[config.mk]
export PLATFORM = sky130hd
export DESIGN_NAME = interval_timer
export DESIGN_NICKNAME = d
export VERILOG_FILES = /design/src/verilog/interval_timer.v /design/src/verilog/prescale_divider.v
export VERILOG_INCLUDE_DIRS = /design/src /design/src/verilog
export SDC_FILE = /design/constraint.sdc
export NUM_CORES = 1
export LEC_CHECK = 0
export BUFFER_PORTS_ARGS = -buffer_cell sky130_fd_sc_hd__buf_4
export CORE_MARGIN = 3
export CORE_UTILIZATION = 30
export DETAILED_ROUTE_END_ITERATION = 7
export GPL_TIMING_DRIVEN = 0
export PLACE_DENSITY = 0.59
export SETUP_SLACK_MARGIN = 0.2
export SYNTH_ARGS = -nofsm -noshare
export SYNTH_HDL_FRONTEND = slang
export SYNTH_SLANG_ARGS = --single-unit
[constraint.sdc]
create_clock -name pclk -period 2.1 [get_ports pclk]
set_input_delay 0 -clock pclk [delete_from_list [all_inputs] [get_ports pclk]]
set_output_delay 0 -clock pclk [all_outputs]
set_load 0.1 [all_outputs]
[src/verilog/interval_timer_defs.vh]
// Purpose: offsets, field positions, reset values and divider width of the interval timer
// Assumes: apb byte addresses; 8-bit registers in the low bits of a 32-bit word
// Notes: definitions only
`ifndef INTERVAL_TIMER_DEFS_VH
`define INTERVAL_TIMER_DEFS_VH

// register indices as printed; byte address is four times the index
`define MODE_CONTROL_IDX 8'hd8
`define COUNT_VALUE_IDX 8'hd9
`define IRQ_STATUS_IDX 8'hda
`define IRQ_MASK_IDX 8'hdb
`define MODE_CONTROL_ADDR 12'h360
`define COUNT_VALUE_ADDR 12'h364
`define IRQ_STATUS_ADDR 12'h368
`define IRQ_MASK_ADDR 12'h36c

// mode_control fields
`define RUN_ENABLE_BIT 7
`define PRESCALE_HI 6
`define PRESCALE_LO 4
`define MODE_CONTROL_RESET 8'h00
`define MODE_CONTROL_MASK 8'hf0
`define COUNT_VALUE_RESET 8'h00

// interrupt status / mask fields
`define OVF_FLAG_BIT 0
`define IRQ_VECTOR_ADDR 8'h08

`define COUNT_FULL 8'hff
`define COUNT_ZERO 8'h00
`define PRESCALE_WIDTH 8

`endif

[src/verilog/interval_timer.v]
// Purpose: 8-bit up-counting interval timer with prescaler, overflow flag, interrupt and wake-up
// Assumes: apb slave, zero wait states; cpu_tick marks instruction cycles
// Notes: no reload buffer; software reloads the count after each overflow
`include "interval_timer_defs.vh"

module interval_timer (
  // apb
  input wire pclk,
  input wire presetn,
  input wire psel,
  input wire penable,
  input wire pwrite,
  input wire [11:0] paddr,
  input wire [31:0] pwdata,
  output reg [31:0] prdata,
  output wire pready,
  output wire pslverr,
  // system
  input wire cpu_tick,
  input wire clock_gated,
  // events
  output wire irq,
  output wire [7:0] irq_vector,
  output reg wake_up
);

  reg [7:0] mode_control;
  reg [7:0] count_value;
  reg overflow_request_flag;
  reg overflow_irq_enable;
  reg run_d;
  wire timer_tick;
  wire timer_run_enable;
  wire [2:0] prescale_select;
  wire overflow;
  wire count_wr;
  wire count_step;
  wire wr;
  wire rd;
  wire mapped;

  assign timer_run_enable = mode_control[`RUN_ENABLE_BIT];
  assign prescale_select = mode_control[`PRESCALE_HI:`PRESCALE_LO];

  assign wr = psel && penable && pwrite;
  assign rd = psel && !pwrite;
  assign mapped = (paddr == `MODE_CONTROL_ADDR) || (paddr == `COUNT_VALUE_ADDR) ||
                  (paddr == `IRQ_STATUS_ADDR) || (paddr == `IRQ_MASK_ADDR);
  assign pready = 1'b1;
  // unmapped access answers with an error, writes are dropped
  assign pslverr = psel && penable && !mapped;

  prescale_divider #(
    .WIDTH(`PRESCALE_WIDTH)
  ) u_div (
    .pclk(pclk),
    .presetn(presetn),
    .run(timer_run_enable),
    .restart(timer_run_enable && !run_d),
    .cpu_tick(cpu_tick),
    .prescale_select(prescale_select),
    .timer_tick(timer_tick)
  );

  // a late tick after run drops, or one lost to a count write, must not flag a wrap
  assign count_wr = wr && (paddr == `COUNT_VALUE_ADDR);
  assign count_step = timer_tick && timer_run_enable && !count_wr;
  assign overflow = count_step && (count_value == `COUNT_FULL);

  always @(posedge pclk or negedge presetn) begin
    if (!presetn) begin
      run_d <= 1'b0;
    end else begin
      run_d <= timer_run_enable;
    end
  end

  // mode register
  always @(posedge pclk or negedge presetn) begin
    if (!presetn) begin
      mode_control <= `MODE_CONTROL_RESET;
    end else if (wr && paddr == `MODE_CONTROL_ADDR) begin
      mode_control <= pwdata[7:0] & `MODE_CONTROL_MASK;
    end
  end

  // counter; a same-cycle software write wins over the tick
  always @(posedge pclk or negedge presetn) begin
    if (!presetn) begin
      count_value <= `COUNT_VALUE_RESET;
    end else if (count_wr) begin
      count_value <= pwdata[7:0];
    end else if (count_step) begin
      count_value <= count_value + 8'h01;
    end
  end

  // flag and mask; set wins over write-one-to-clear
  always @(posedge pclk or negedge presetn) begin
    if (!presetn) begin
      overflow_request_flag <= 1'b0;
      overflow_irq_enable <= 1'b0;
    end else begin
      if (overflow) begin
        overflow_request_flag <= 1'b1;
      end else if (wr && paddr == `IRQ_STATUS_ADDR && pwdata[`OVF_FLAG_BIT]) begin
        overflow_request_flag <= 1'b0;
      end
      if (wr && paddr == `IRQ_MASK_ADDR) begin
        overflow_irq_enable <= pwdata[`OVF_FLAG_BIT];
      end
    end
  end

  assign irq = overflow_request_flag && overflow_irq_enable;
  assign irq_vector = `IRQ_VECTOR_ADDR;

  // wake pulse only meaningful while clocks are gated; counting never stops while gated
  always @(posedge pclk or negedge presetn) begin
    if (!presetn) begin
      wake_up <= 1'b0;
    end else begin
      wake_up <= overflow && clock_gated;
    end
  end

  // read data registered in setup phase, valid during access
  always @(posedge pclk or negedge presetn) begin
    if (!presetn) begin
      prdata <= 32'h00000000;
    end else if (rd && !penable) begin
      case (paddr)
        `MODE_CONTROL_ADDR: prdata <= {24'h000000, mode_control};
        `COUNT_VALUE_ADDR: prdata <= {24'h000000, count_value};
        `IRQ_STATUS_ADDR: prdata <= {31'h0, overflow_request_flag};
        `IRQ_MASK_ADDR: prdata <= {31'h0, overflow_irq_enable};
        default: prdata <= 32'h00000000;
      endcase
    end
  end

endmodule

[src/verilog/prescale_divider.v]
// Purpose: instruction-clock prescaler producing a one-cycle tick
// Assumes: cpu_tick is a one-cycle enable at the instruction rate
// Notes: restart clears the divider so the next period is full length
`include "interval_timer_defs.vh"

module prescale_divider #(
  parameter WIDTH = `PRESCALE_WIDTH
) (
  // clock and reset
  input wire pclk,
  input wire presetn,
  // control
  input wire run,
  input wire restart,
  input wire cpu_tick,
  input wire [2:0] prescale_select,
  // result
  output reg timer_tick
);

  reg [WIDTH-1:0] div_count;
  wire [WIDTH-1:0] next_div_count;
  reg [WIDTH-1:0] terminal;

  // code 000 divides by 256, 111 by 2
  always @* begin
    terminal = {WIDTH{1'b1}} >> prescale_select;
  end

  assign next_div_count = (div_count == terminal) ? {WIDTH{1'b0}} : div_count + 1'b1;

  always @(posedge pclk or negedge presetn) begin
    if (!presetn) begin
      div_count <= {WIDTH{1'b0}};
      timer_tick <= 1'b0;
    end else if (restart || !run) begin
      div_count <= {WIDTH{1'b0}};
      timer_tick <= 1'b0;
    end else if (cpu_tick) begin
      div_count <= next_div_count;
      timer_tick <= (div_count == terminal);
    end else begin
      timer_tick <= 1'b0;
    end
  end

endmodule
==> reports/qor.yml, run 1 <==
global_route:
  gr-total-overflow: 0
  grt_pass1_wl_mm: 7.64
  grt_use_total_pct: 12.3
  largest_net_degree_at_the_start_of_global_routing: 34
  grt_antenna_before_repair: 0
  grt_pass1_vias: 1632
sta:
  final_min_period_over_clock_period_pct: 86.8
  number_of_max_slew_violations_in_the_final_report: 0
  timing.max_slew.rel_slack_pct: 63.6
  final_hold_viol_count: 0
  fin_setup_tns_ns: 0
  worst-slew-pin-transition_ns: 0.544
  max_freq_ghz: 0.548
  final.min_clock_period_ns: 1.82
  clock-skew-final_ns: 0.00188
  whs_ns: 0.0664
  finalSetupViolations: 0
  setup_repair_after_global_routing_missed_its_margin: "false"
route:
  drc_violation_count_after_routing: 0
  detail-route-antenna-nets: 0
  drt_wl_total_mm: 4.58
  avgViaCountPerCell: 4.47
  vias: 1758
  avgRoutedWirePerCell_um: 11.7
  drt_first_pass_iters: 4
  drt_iter0_markers: 86
floorplanning:
  num_rows: 29
  initial_core_utilization_pct: 31.9
  die_height_um: 89.4
  die_x_um: 89.4
  i_o_pin_count: 95
  core_area_um2: 6530
  die_area_um2: 7990
min_path:
  min-delay-start: "paddr[3]"
  worst_hold_path_type: "primary input to flip-flop"
  hold_depth: 3
  min_delay_worst_endpoint: "overflow_request_flag$_DFFE_PN0P_"
cells_and_area:
  layout.core_utilization_pct: 43.2
  area_delta_synth_final_pct: 35.3
  design.final.nets: 368
  post-route-cell-area_um2: 2820
  final_layout_size_suffix_gt1_share_pct: 30.7
  final.fill_count: 666
  antenna_cells: 0
placement:
  routabilityCongestion: 0.868
  placement.io_buffers: 36
  dp_hpwl_mm: 3.54
  dpl_cell_area_um2: 2570
logic_synthesis:
  syn_area_um2: 2090
  post_synth_fa_ha_maj_area_fraction_pct: 1.20
  yosys_warnings: 0
  post_synthesis_sequential_element_count: 33
  synth_area_per_cell_um2: 9.07
  synthXorXnorAreaFrac_pct: 4.62
  synth_async_sr_flop_share_pct: 100
  main_combinational_cell_family_by_area_after_synthesis: "simple AND/OR/NAND/NOR gates"
  synth-edff-count: 0
  ys_seq_area_share_pct: 39.6
  ys.flop_type: "dfrtp_1"
  synth.distinct_cells: 47
  area_fraction_in_compound_gates_after_synthesis_pct: 9.48
  post_synth_inst_count: 230
  synthSimpleGateAreaFrac_pct: 24.9
  synthMuxAreaShare_pct: 5.58
job:
  timing.max_cap.violations: 0
worst_setup_path:
  crit_fanout: 10
  critPathKind: "flip-flop to flip-flop"
  reg2reg_setup_slack_ns: 0.28
  timing.critical_path.cells: "clkbuf_4 -> o41ai_4 -> o2111ai_4 -> buf_4 -> o31ai_1 -> a21oi_1"
  worstSetupEndpointType: "flip-flop"
  worstPathRequired_ns: 2.26
  worstPathArrival_ns: 1.98
  worst_path_largest_cell_delay_ns: 0.42
  worstReg2RegStart: "mode_control[6]$_DFFE_PN0P_"
  worst_r2r_endpoint: "u_div.div_count[5]$_DFFE_PN0P_"
  worstSetupStartpointType: "flip-flop"
  worst-r2r-cell-count: 6
  critPathSlowestCell: "o41ai_4"
status:
  outcome: "finished, final reports clean"
clock_tree:
  clkLatencyLatePin_ns: 0.28
  path_clk_slew_ns: 0.07
  cts_tree: "yes"
  clk_path_buf_depth: 2
  numCtsBuffers: 5
  ctsHtreeMaxLevel: 2
  clk_root_buffer_cell: "clkbuf_8"
  cts_num_sinks: 33
power:
  ir_worst_vdd_v: 0.000202
  power_mw: 1.51
  power.leakage_nw: 1.40
  power.density_cell_area_nw_per_um2: 535
==> cells by family after synthesis <==
family | Yosys count
multiplexers | 11
flip-flops | 33
XOR/XNOR | 11
AO/OA/AOI/OAI | 34
adder cells (fa/ha/maj) | 2
AND/OR/NAND/NOR | 93
buffers and inverters | 44
other | 2
==> registers in the layout, indices dropped and copies added (netlist names) <==
signal	flops
count_value	8
overflow_irq_enable	1
wake_up	1
run_d	1
u_div.div_count	8
u_div.timer_tick	1
overflow_request_flag	1
prdata	8
mode_control	4
==> synth_stat cells (2+ instances only) <==
cell      count  area share [%]
nand2_1      35             6.3
buf_4        34              12
dfrtp_1      33              40
o21ai_0      19             4.6
nor2_1       14             2.5
nand3_1       9             2.2
mux2i_1       6             2.9
xnor2_1       6             2.5
and3_1        5             1.5
nand4_1       5             1.5
xor2_1        5             2.1
a21oi_1       4            0.96
and2_1        4             1.2
inv_1         4            0.72
mux2_2        4             2.2
buf_2         3            0.72
nor4_1        3            0.90
o31ai_1       3             1.1
a31oi_1       2            0.60
clkbuf_1      2            0.36
conb_1        2            0.36
ha_1          2             1.2
nor3_1        2            0.48
==> worst max-delay path: cells and delay by family (launching register included) <==
kind                   cells  cell delay (ns)
AOI/OAI and AO/OA          4             0.94
buffers and inverters      2             0.39
DFF                        1             0.37
==> metrics by stage <==
step,worst slack [ns],instances
floorplan,0.359,261
global placement,0.232,374
detailed placement,0.173,374
CTS,0.231,392
global route,0.171,393
finish,0.276,393
==> layer usage <==
layer | track usage [%] | wire, µm | up-vias
li1 | - | - | 900
met1 | 15.4 | 2080 | 809
met2 | 20.8 | 2210 | 42
met3 | 2.67 | 213 | 7
met4 | 4.74 | 77 | 0
met5 | 0 | 0 | -
==> cell usage in the layout, fill, tap and decap left out, types with 3 or more instances in the layout <==
cell           instances
buf_4                 71
nand2_1               35
conb_1                33
dfrtp_1               33
o21ai_0               18
nor2_1                14
dlygate4sd3_1         10
nand3_1                9
xnor2_1                6
mux2i_1                6
nand4_1                5
xor2_1                 5
and3_1                 5
clkbuf_8               5
and2_1                 4
inv_1                  4
a21oi_1                4
mux2_2                 4
clkbuf_1               3
nor4_1                 3
o31ai_1                3
==> how the worst max path moves through the flow <==
stage,startpoint,to,slack (ns),depth (start not counted)
finish,mode_control[6]$_DFFE_PN0P_,u_div.div_count[5]$_DFFE_PN0P_,0.28,6
global route,mode_control[6]$_DFFE_PN0P_,u_div.div_count[5]$_DFFE_PN0P_,0.17,6
CTS,u_div.div_count[2]$_DFFE_PN0P_,u_div.div_count[1]$_DFFE_PN0P_,0.23,6
detailed placement,mode_control[5]$_DFFE_PN0P_,u_div.div_count[4]$_DFFE_PN0P_,0.17,6
global placement,mode_control[5]$_DFFE_PN0P_,u_div.div_count[4]$_DFFE_PN0P_,0.23,6
floorplan,paddr[10],pslverr,0.36,3
==> what timing repair did <==
action / 4_1_cts / 5_1_grt
resized for setup: 2 / 8
hold buffers: 10 / 0
setup buffers: 0 / 1
setup endpoints to repair: 3 / 7
pin swaps: 0 / 2
hold endpoints to repair: 47 / 0
==> layout make-up <==
type                    instances  area [µm²]  share of cell area [%]
plain buffers                  40         285                    10.1
clock buffers                   6        72.6                    2.57
clock inverters                 2        10.0                   0.355
inverters                       4        15.0                   0.532
multi-input cells             184        1140                    40.4
flip-flops and latches         33         826                    29.3
well taps                      77        96.3                    3.41
repair buffers                 47         378                    13.4
==> power breakdown <==
part / total [mW] / switching [mW] / internal (mW) / leakage, nW
registers: 0.637 / 0.000612 / 0.636 / 0.414
clock network: 0.459 / 0.229 / 0.229 / 0.0450
logic: 0.415 / 0.316 / 0.0991 / 0.942
Note: power is estimated with default switching activity, not from simulation.
==> run 2: changes to the inputs <==
Settings changed: CTS_BUF_LIST set to sky130_fd_sc_hd__clkbuf_2 sky130_fd_sc_hd__clkbuf_4 sky130_fd_sc_hd__clkbuf_8, SYNTH_HIERARCHICAL set to 1.
==> run 2 against run 1 <==
  * Die area up 1.3%
  * Area after synthesis up 1.4%
  * Sequential cell count unchanged
  * Core utilization down 0.40 points
  * Final cell count up 1.3%
  * Wire length up 3.7%
  * Register-to-register slack better by 0.16 ns
  * Clock-buffer cell count unchanged
  * Power up 1.8%
  * Largest power group unchanged
==> reports/qor.yml, run 2 <==
placement:
  routabilityCongestion: 0.855  # -1.6%
  placement.io_buffers: 36  # unchanged
  dp_hpwl_mm: 3.58  # +1.1%
  cell_count_after_placement: 380  # +1.6%
route:
  vias: 1759  # +0.057%
  detail-route-antenna-nets: 0  # unchanged
  top_layer_used_by_detailed_routing: "met4"
  drt_first_pass_iters: 4  # unchanged
  drt_iter0_markers: 56  # -35%
  avgRoutedWirePerCell_um: 11.9  # +2.4%
  met3_wirelength_um: 289  # +36%
  dr_wl_met2_mm: 2.29  # +3.6%
  met1_length_mm: 2.11  # +1.2%
  avgViaCountPerCell: 4.42  # -1.2%
  drc_violation_count_after_routing: 0  # unchanged
  drt_wl_total_mm: 4.75  # +3.7%
logic_synthesis:
  netlist.top_cell.by_area: "dfrtp_1"
  synth_most_common_cell: "buf_4"
  synth.distinct_cells: 49  # +4.3%
  synth-edff-count: 0  # unchanged
  synth_area_per_cell_um2: 9.62  # +6.1%
  yosys_warnings: 6  # +6
  synth_common_cells: "buf_4, dfrtp_1, nand2_1"
  post_synth_inst_count: 220  # -4.3%
  synth_top_cell_area_share_pct: 39.0  # -0.56 points
  syn_area_um2: 2120  # +1.4%
  yosys-top-cells-area: "dfrtp_1, buf_4, mux2_2, xnor2_1, nand2_1"
  ys.flop_type: "dfrtp_1"
  ys_seq_area_share_pct: 39.0  # -0.56 points
  post_synthesis_sequential_element_count: 33  # unchanged
  synth_async_sr_flop_share_pct: 100  # unchanged
global_route:
  gr-total-overflow: 0  # unchanged
  grt_pass1_wl_mm: 8.04  # +5.2%
  largest_net_degree_at_the_start_of_global_routing: 34  # unchanged
  grt_antenna_before_repair: 0  # unchanged
  grt_pass1_vias: 1654  # +1.3%
  grt_use_total_pct: 12.0  # -0.33 points
cells_and_area:
  final_layout_size_suffix_gt1_share_pct: 33.8  # +3.1 points
  final_common_cell: "buf_4"
  area_delta_synth_final_pct: 33.6
  layout.cells.non_filler: 398  # +1.3%
  antenna_cells: 0  # unchanged
  layout_common_cells: "buf_4, conb_1, dfrtp_1, nand2_1, nor2_1"
  design.final.nets: 357  # -3.0%
  biggestRegsByFlops: "count_value (8), prdata (8), u_div/div_count (8)"
worst_setup_path:
  crit_fanout: 10  # unchanged
  worstPathArrival_ns: 1.83  # -0.15 ns
  worstPathRequired_ns: 2.26  # about the same
  worstSetupEndpointType: "flip-flop"
  critPathKind: "flip-flop to flip-flop"
  worstSetupStartpointType: "flip-flop"
clock_tree:
  clk_path_buf_depth: 2  # unchanged
  cts_post_setup_buffers_inserted: 0  # unchanged
  clk_root_buffer_cell: "clkbuf_8"
  cts_tree: "yes"
  clkLatencyLatePin_ns: 0.29  # about the same
  cts_num_sinks: 33  # unchanged
  ctsHtreeMaxLevel: 2  # unchanged
  numCtsBuffers: 5  # unchanged
  path_clk_slew_ns: 0.07  # about the same
sta:
  max_freq_ghz: 0.601  # +9.6%
  final_min_period_over_clock_period_pct: 79.3  # -7.6 points
  timing.max_slew.rel_slack_pct: 66.6  # +3.0 points
  final_hold_viol_count: 0  # unchanged
  worst-slew-pin-transition_ns: 0.502  # -0.0426 ns
  number_of_max_slew_violations_in_the_final_report: 0  # unchanged
  setup_repair_after_global_routing_missed_its_margin: "false"
  whs_ns: 0.0354  # -0.0310 ns
  clock-skew-final_ns: 0.00725  # +0.00537 ns
  final.min_clock_period_ns: 1.66  # -0.159 ns
  fin_setup_tns_ns: 0  # unchanged
  finalSetupViolations: 0  # unchanged
floorplanning:
  die_x_um: 90.0  # +0.67%
  die_height_um: 90.0  # +0.67%
  i_o_pin_count: 95  # unchanged
  num_rows: 29  # unchanged
  initial_core_utilization_pct: 32.0  # +0.10 points
  die_area_um2: 8100  # +1.3%
  core_area_um2: 6600  # +1.1%
min_path:
  worst_hold_path_type: "primary input to flip-flop"
power:
  power.density_cell_area_nw_per_um2: 544  # +1.6%
  power.leakage_nw: 1.38  # -1.8%
  ir_worst_vdd_v: 0.000265  # +31%
job:
  timing.max_cap.violations: 0  # unchanged
status:
  outcome: "finished, final reports clean"
[run 2: changes by cell type after synthesis, moves of 3 or more]
cell,change
and2_1,-3
o21ai_0,-14
o21ai_1,+4
inv_1,-4
xnor2_1,+3
mux2_2,+3
nand2_1,-18
nor3_1,+8
a21oi_1,+5
[run 2: cells by family after synthesis]
family,share of synthesized area [%]
multiplexers,6.09
XOR/XNOR,6.62
AO/OA/AOI/OAI,10.2
adder cells (fa/ha/maj),1.18
buffers and inverters,14.0
other,0.355
flip-flops,39.0
AND/OR/NAND/NOR,22.5
[run 2: worst max-delay path, stage by stage (launching register included)]
cell and delay [ns]:
dfrtp_1 0.49, nor2b_1 0.17, nand2b_1 0.17, clkbuf_2 0.21, o21ai_0 0.24, xor2_1 0.19
nor3_1 0.06
[run 2: layer usage]
| layer | up-vias | GRT usage (%) |
|---|---|---|
| met4 | 0 | 3.83 |
| met3 | 7 | 3.42 |
| met5 | - | 0 |
| met2 | 54 | 20.2 |
| met1 | 818 | 14.8 |
| li1 | 880 | - |
[run 2: final cells by class]
cell class / instances / area [µm²]
repair buffers: 46 / 370
clock buffers: 6 / 76.3
multi-input cells: 178 / 1130
fillers: 671 / 3780
well taps: 93 / 116
flip-flops and latches: 33 / 826
clock inverters: 2 / 10.0
plain buffers: 40 / 297
[run 2: final timing paths]
path	startpoint	endpoint	slack [ns]	cells past startpoint
min reg2reg	prdata[0]$_DFFE_PN0P_	prdata[0]$_DFFE_PN0P_	0.48	2
max in group asynchronous	presetn	count_value[2]$_DFFE_PN0P_	1.60	2
max	mode_control[7]$_DFFE_PN0P_	u_div/div_count[2]$_DFFE_PN0P_	0.44	6
min in group asynchronous	presetn	u_div/div_count[4]$_DFFE_PN0P_	0.19	2
min	cpu_tick	u_div/div_count[0]$_DFFE_PN0P_	0.04	3
max reg2reg	mode_control[7]$_DFFE_PN0P_	u_div/div_count[2]$_DFFE_PN0P_	0.44	6
[run 2: what timing repair did]
action | in CTS | in global routing
hold buffers | 10 | 0
endpoints found under the hold margin | 47 | 0
endpoints found under the setup margin | 0 | 7
resized for setup | 0 | 5
[run 2: power breakdown]
part           internal [mW]  switching (mW)
combinational         0.0989           0.317
sequential             0.636        0.000510
clock                  0.243           0.243
total                  0.977           0.561
[run 2: metrics by stage]
step | util, % | instance area [µm²] | setup slack (ns) | power [mW]
2_1_floorplan | - | 2230 | 0.580 | 0.986
3_3_place_gp | 39.7 | 2620 | 0.327 | 1.05
3_5_place_dp | 39.7 | 2620 | 0.352 | 1.05
4_1_cts | 42.5 | 2810 | 0.319 | 1.55
5_1_grt | 42.8 | 2830 | 0.288 | 1.60
6_report | 42.8 | 2830 | 0.436 | 1.54
==> run 3: changes to the inputs <==
Clock period 2.1 ns to 1.7 ns, I/O delays scaled along.
==> run 3 against run 2 <==
  * Via count fell by 0.28%
  * Critical path type unchanged
  * Fmax rose by 1.8%
  * Non-clock buffer count rose by 5
  * Clock power rose by 62%
  * Core utilization rose by 3.0 points
  * Largest power group unchanged
  * Largest cell class unchanged
  * Design area rose by 6.9%
  * Clock-buffer cell count rose by 1
  * Sequential power rose by 24%
  * Critical path depth rose by 1
  * Wire length rose by 0.32%
  * First-iteration DRC count rose by 21%
==> reports/qor.yml, run 3 (same netlist as run 2, synthesis figures left out) <==
floorplanning:
  die_x_um: 90.0  # unchanged
  i_o_pin_count: 95  # unchanged
  die_height_um: 90.0  # unchanged
  num_rows: 29  # unchanged
  die_area_um2: 8100  # unchanged
  core_area_um2: 6600  # unchanged
  initial_core_utilization_pct: 32.0  # unchanged
power:
  clock_power_share_pct: 37.6  # +6.0 points
  power.internal_mw: 1.40  # +43%
  netSwitchingPower_mw: 0.682  # +22%
  p_comb_share_pct: 24.7  # -2.4 points
  ir_worst_vdd_v: 0.000419  # +58%
  power.density_cell_area_nw_per_um2: 690  # +27%
  power_mw: 2.08  # +36%
  power.leakage_nw: 1.43  # +4.2%
  share_seq_of_total_power_pct: 37.7  # -3.7 points
  switching_share_pct: 32.7  # -3.7 points
worst_setup_path:
  critPathKind: "flip-flop to flip-flop"
  worstPathArrival_ns: 1.79  # -0.04 ns
  worstPathRequired_ns: 1.86  # -0.40 ns
  crit_fanout: 6  # -4
  worstSetupEndpointType: "flip-flop"
  worstSetupStartpointType: "flip-flop"
cells_and_area:
  area_delta_synth_final_pct: 42.8
  antenna_cells: 0  # unchanged
  multi_input_area_um2: 1250  # +10%
  final.fill_count: 673  # +0.30%
  design.final.nets: 362  # +1.4%
  final_layout_size_suffix_gt1_share_pct: 39.4  # +5.6 points
  final_common_cell: "buf_4"
  layout_common_cells: "buf_4, conb_1, dfrtp_1, nand2_1, nor2_1"
  layout.cells.non_filler: 403  # +1.3%
  biggestRegsByFlops: "count_value (8), prdata (8), u_div/div_count (8)"
  ff_latch_area_um2: 830  # +0.45%
clock_tree:
  clk_path_buf_depth: 2  # unchanged
  path_clk_slew_ns: 0.07  # about the same
  clk_root_buffer_cell: "clkbuf_8"
  clkLatencyLatePin_ns: 0.28  # about the same
  numCtsBuffers: 5  # unchanged
  ctsHtreeMaxLevel: 2  # unchanged
  cts_num_sinks: 33  # unchanged
  cts_tree: "yes"
global_route:
  gr-total-overflow: 0  # unchanged
  largest_net_degree_at_the_start_of_global_routing: 34  # unchanged
  grt_pass1_vias: 1675  # +1.3%
  grt_use_total_pct: 12.0  # about the same
  grt_antenna_before_repair: 0  # unchanged
  grt_pass1_wl_mm: 8.11  # +0.95%
route:
  avgRoutedWirePerCell_um: 11.8  # -0.93%
  drc_violation_count_after_routing: 0  # unchanged
  avgViaCountPerCell: 4.35  # -1.5%
  detail-route-antenna-nets: 0  # unchanged
  drt_iter0_markers: 68  # +21%
  drt_wl_total_mm: 4.76  # +0.32%
  drt_first_pass_iters: 4  # unchanged
  vias: 1754  # -0.28%
sta:
  final_min_period_over_clock_period_pct: 96.2  # +17 points
  max_freq_ghz: 0.611  # +1.8%
  finalSetupViolations: 0  # unchanged
  whs_ns: 0.0385  # +0.00314 ns
  fin_setup_tns_ns: 0  # unchanged
  setup_repair_after_global_routing_missed_its_margin: "true"
  finalWorstSetupSlack_ns: 0.0642  # -0.371 ns
  final.min_clock_period_ns: 1.64  # -0.0287 ns
  number_of_max_slew_violations_in_the_final_report: 0  # unchanged
  clock-skew-final_ns: 0.00496  # -0.00229 ns
  final_hold_viol_count: 0  # unchanged
placement:
  cell_count_after_placement: 380  # unchanged
  placement.setup.worst_slack_ns: -0.0404  # -0.393 ns
  routabilityCongestion: 0.783  # -8.4%
  dp_hpwl_mm: 3.52  # -1.7%
  placement.io_buffers: 36  # unchanged
status:
  outcome: "finished, final reports clean"
job:
  timing.max_cap.violations: 0  # unchanged
min_path:
  worst_hold_path_type: "primary input to flip-flop"
run 3: cell types whose count changed in the layout (fill, tap and decap cells not counted), sizes merged:
cell	before	now
clkbuf	7	8
clkinv	2	0
buf	75	80
bufinv	0	1
run 3: what timing repair did:
action,CTS,global route
pin swaps,8,3
endpoints found under the setup margin,8,8
gates resized for setup,16,9
hold buffers,10,0
endpoints found under the hold margin,46,0
setup buffers,5,0
run 3: layout make-up:
class	count	share of cell area (%)
Clock inverter	1	0.994
Sequential cell	33	27.5
Timing Repair Buffer	51	13.5
Tap cell	93	3.85
Multi-Input combinational cell	178	41.3
Buffer	40	9.94
Clock buffer	7	2.98
run 3: per-stage QoR:
step           util (%)  instance area, µm²
2_1_floorplan         -                2240
4_1_cts            45.0                2970
5_1_grt            45.8                3020
6_report           45.8                3020
3_3_place_gp       39.8                2630
3_5_place_dp       39.8                2630
run 3: worst max-delay path: stages, from the launching register on:
cell and delay [ns]:
dfrtp_1 0.40, buf_6 0.14, buf_4 0.15, nand2b_4 0.14
a21oi_4 0.16, o31ai_4 0.11, nor3_4 0.32, nor3_1 0.09
run 3: worst paths after layout:
path | start | endpoint | slack (ns) | cells past startpoint
min in group asynchronous | presetn | u_div/div_count[4]$_DFFE_PN0P_ | 0.19 | 2
max reg2reg | mode_control[6]$_DFFE_PN0P_ | u_div/div_count[3]$_DFFE_PN0P_ | 0.06 | 7
max in group asynchronous | presetn | mode_control[4]$_DFFE_PN0P_ | 1.18 | 2
min | pwrite | prdata[1]$_DFFE_PN0P_ | 0.04 | 4
min reg2reg | prdata[0]$_DFFE_PN0P_ | prdata[0]$_DFFE_PN0P_ | 0.48 | 2
max | mode_control[6]$_DFFE_PN0P_ | u_div/div_count[3]$_DFFE_PN0P_ | 0.06 | 7
run 3: power groups by stage:
| stage | Clock, mW | Combinational, mW | Sequential, mW |
|---|---|---|---|
| 2_1_floorplan | 0 | 0.416 | 0.801 |
| 3_3_place_gp | 0 | 0.492 | 0.801 |
| 3_5_place_dp | 0 | 0.493 | 0.801 |
| 4_1_cts | 0.799 | 0.513 | 0.786 |
| 5_1_grt | 0.844 | 0.536 | 0.785 |
| 6_report | 0.784 | 0.514 | 0.786 |
run 3: layer usage:
metal	part of all wire [%]	vias up	GRT usage (%)
met5	0	-	0
li1	-	886	-
met3	6.5	4	3.51
met2	48	52	19.5
met4	0.67	0	3.06
met1	44	812	15.7
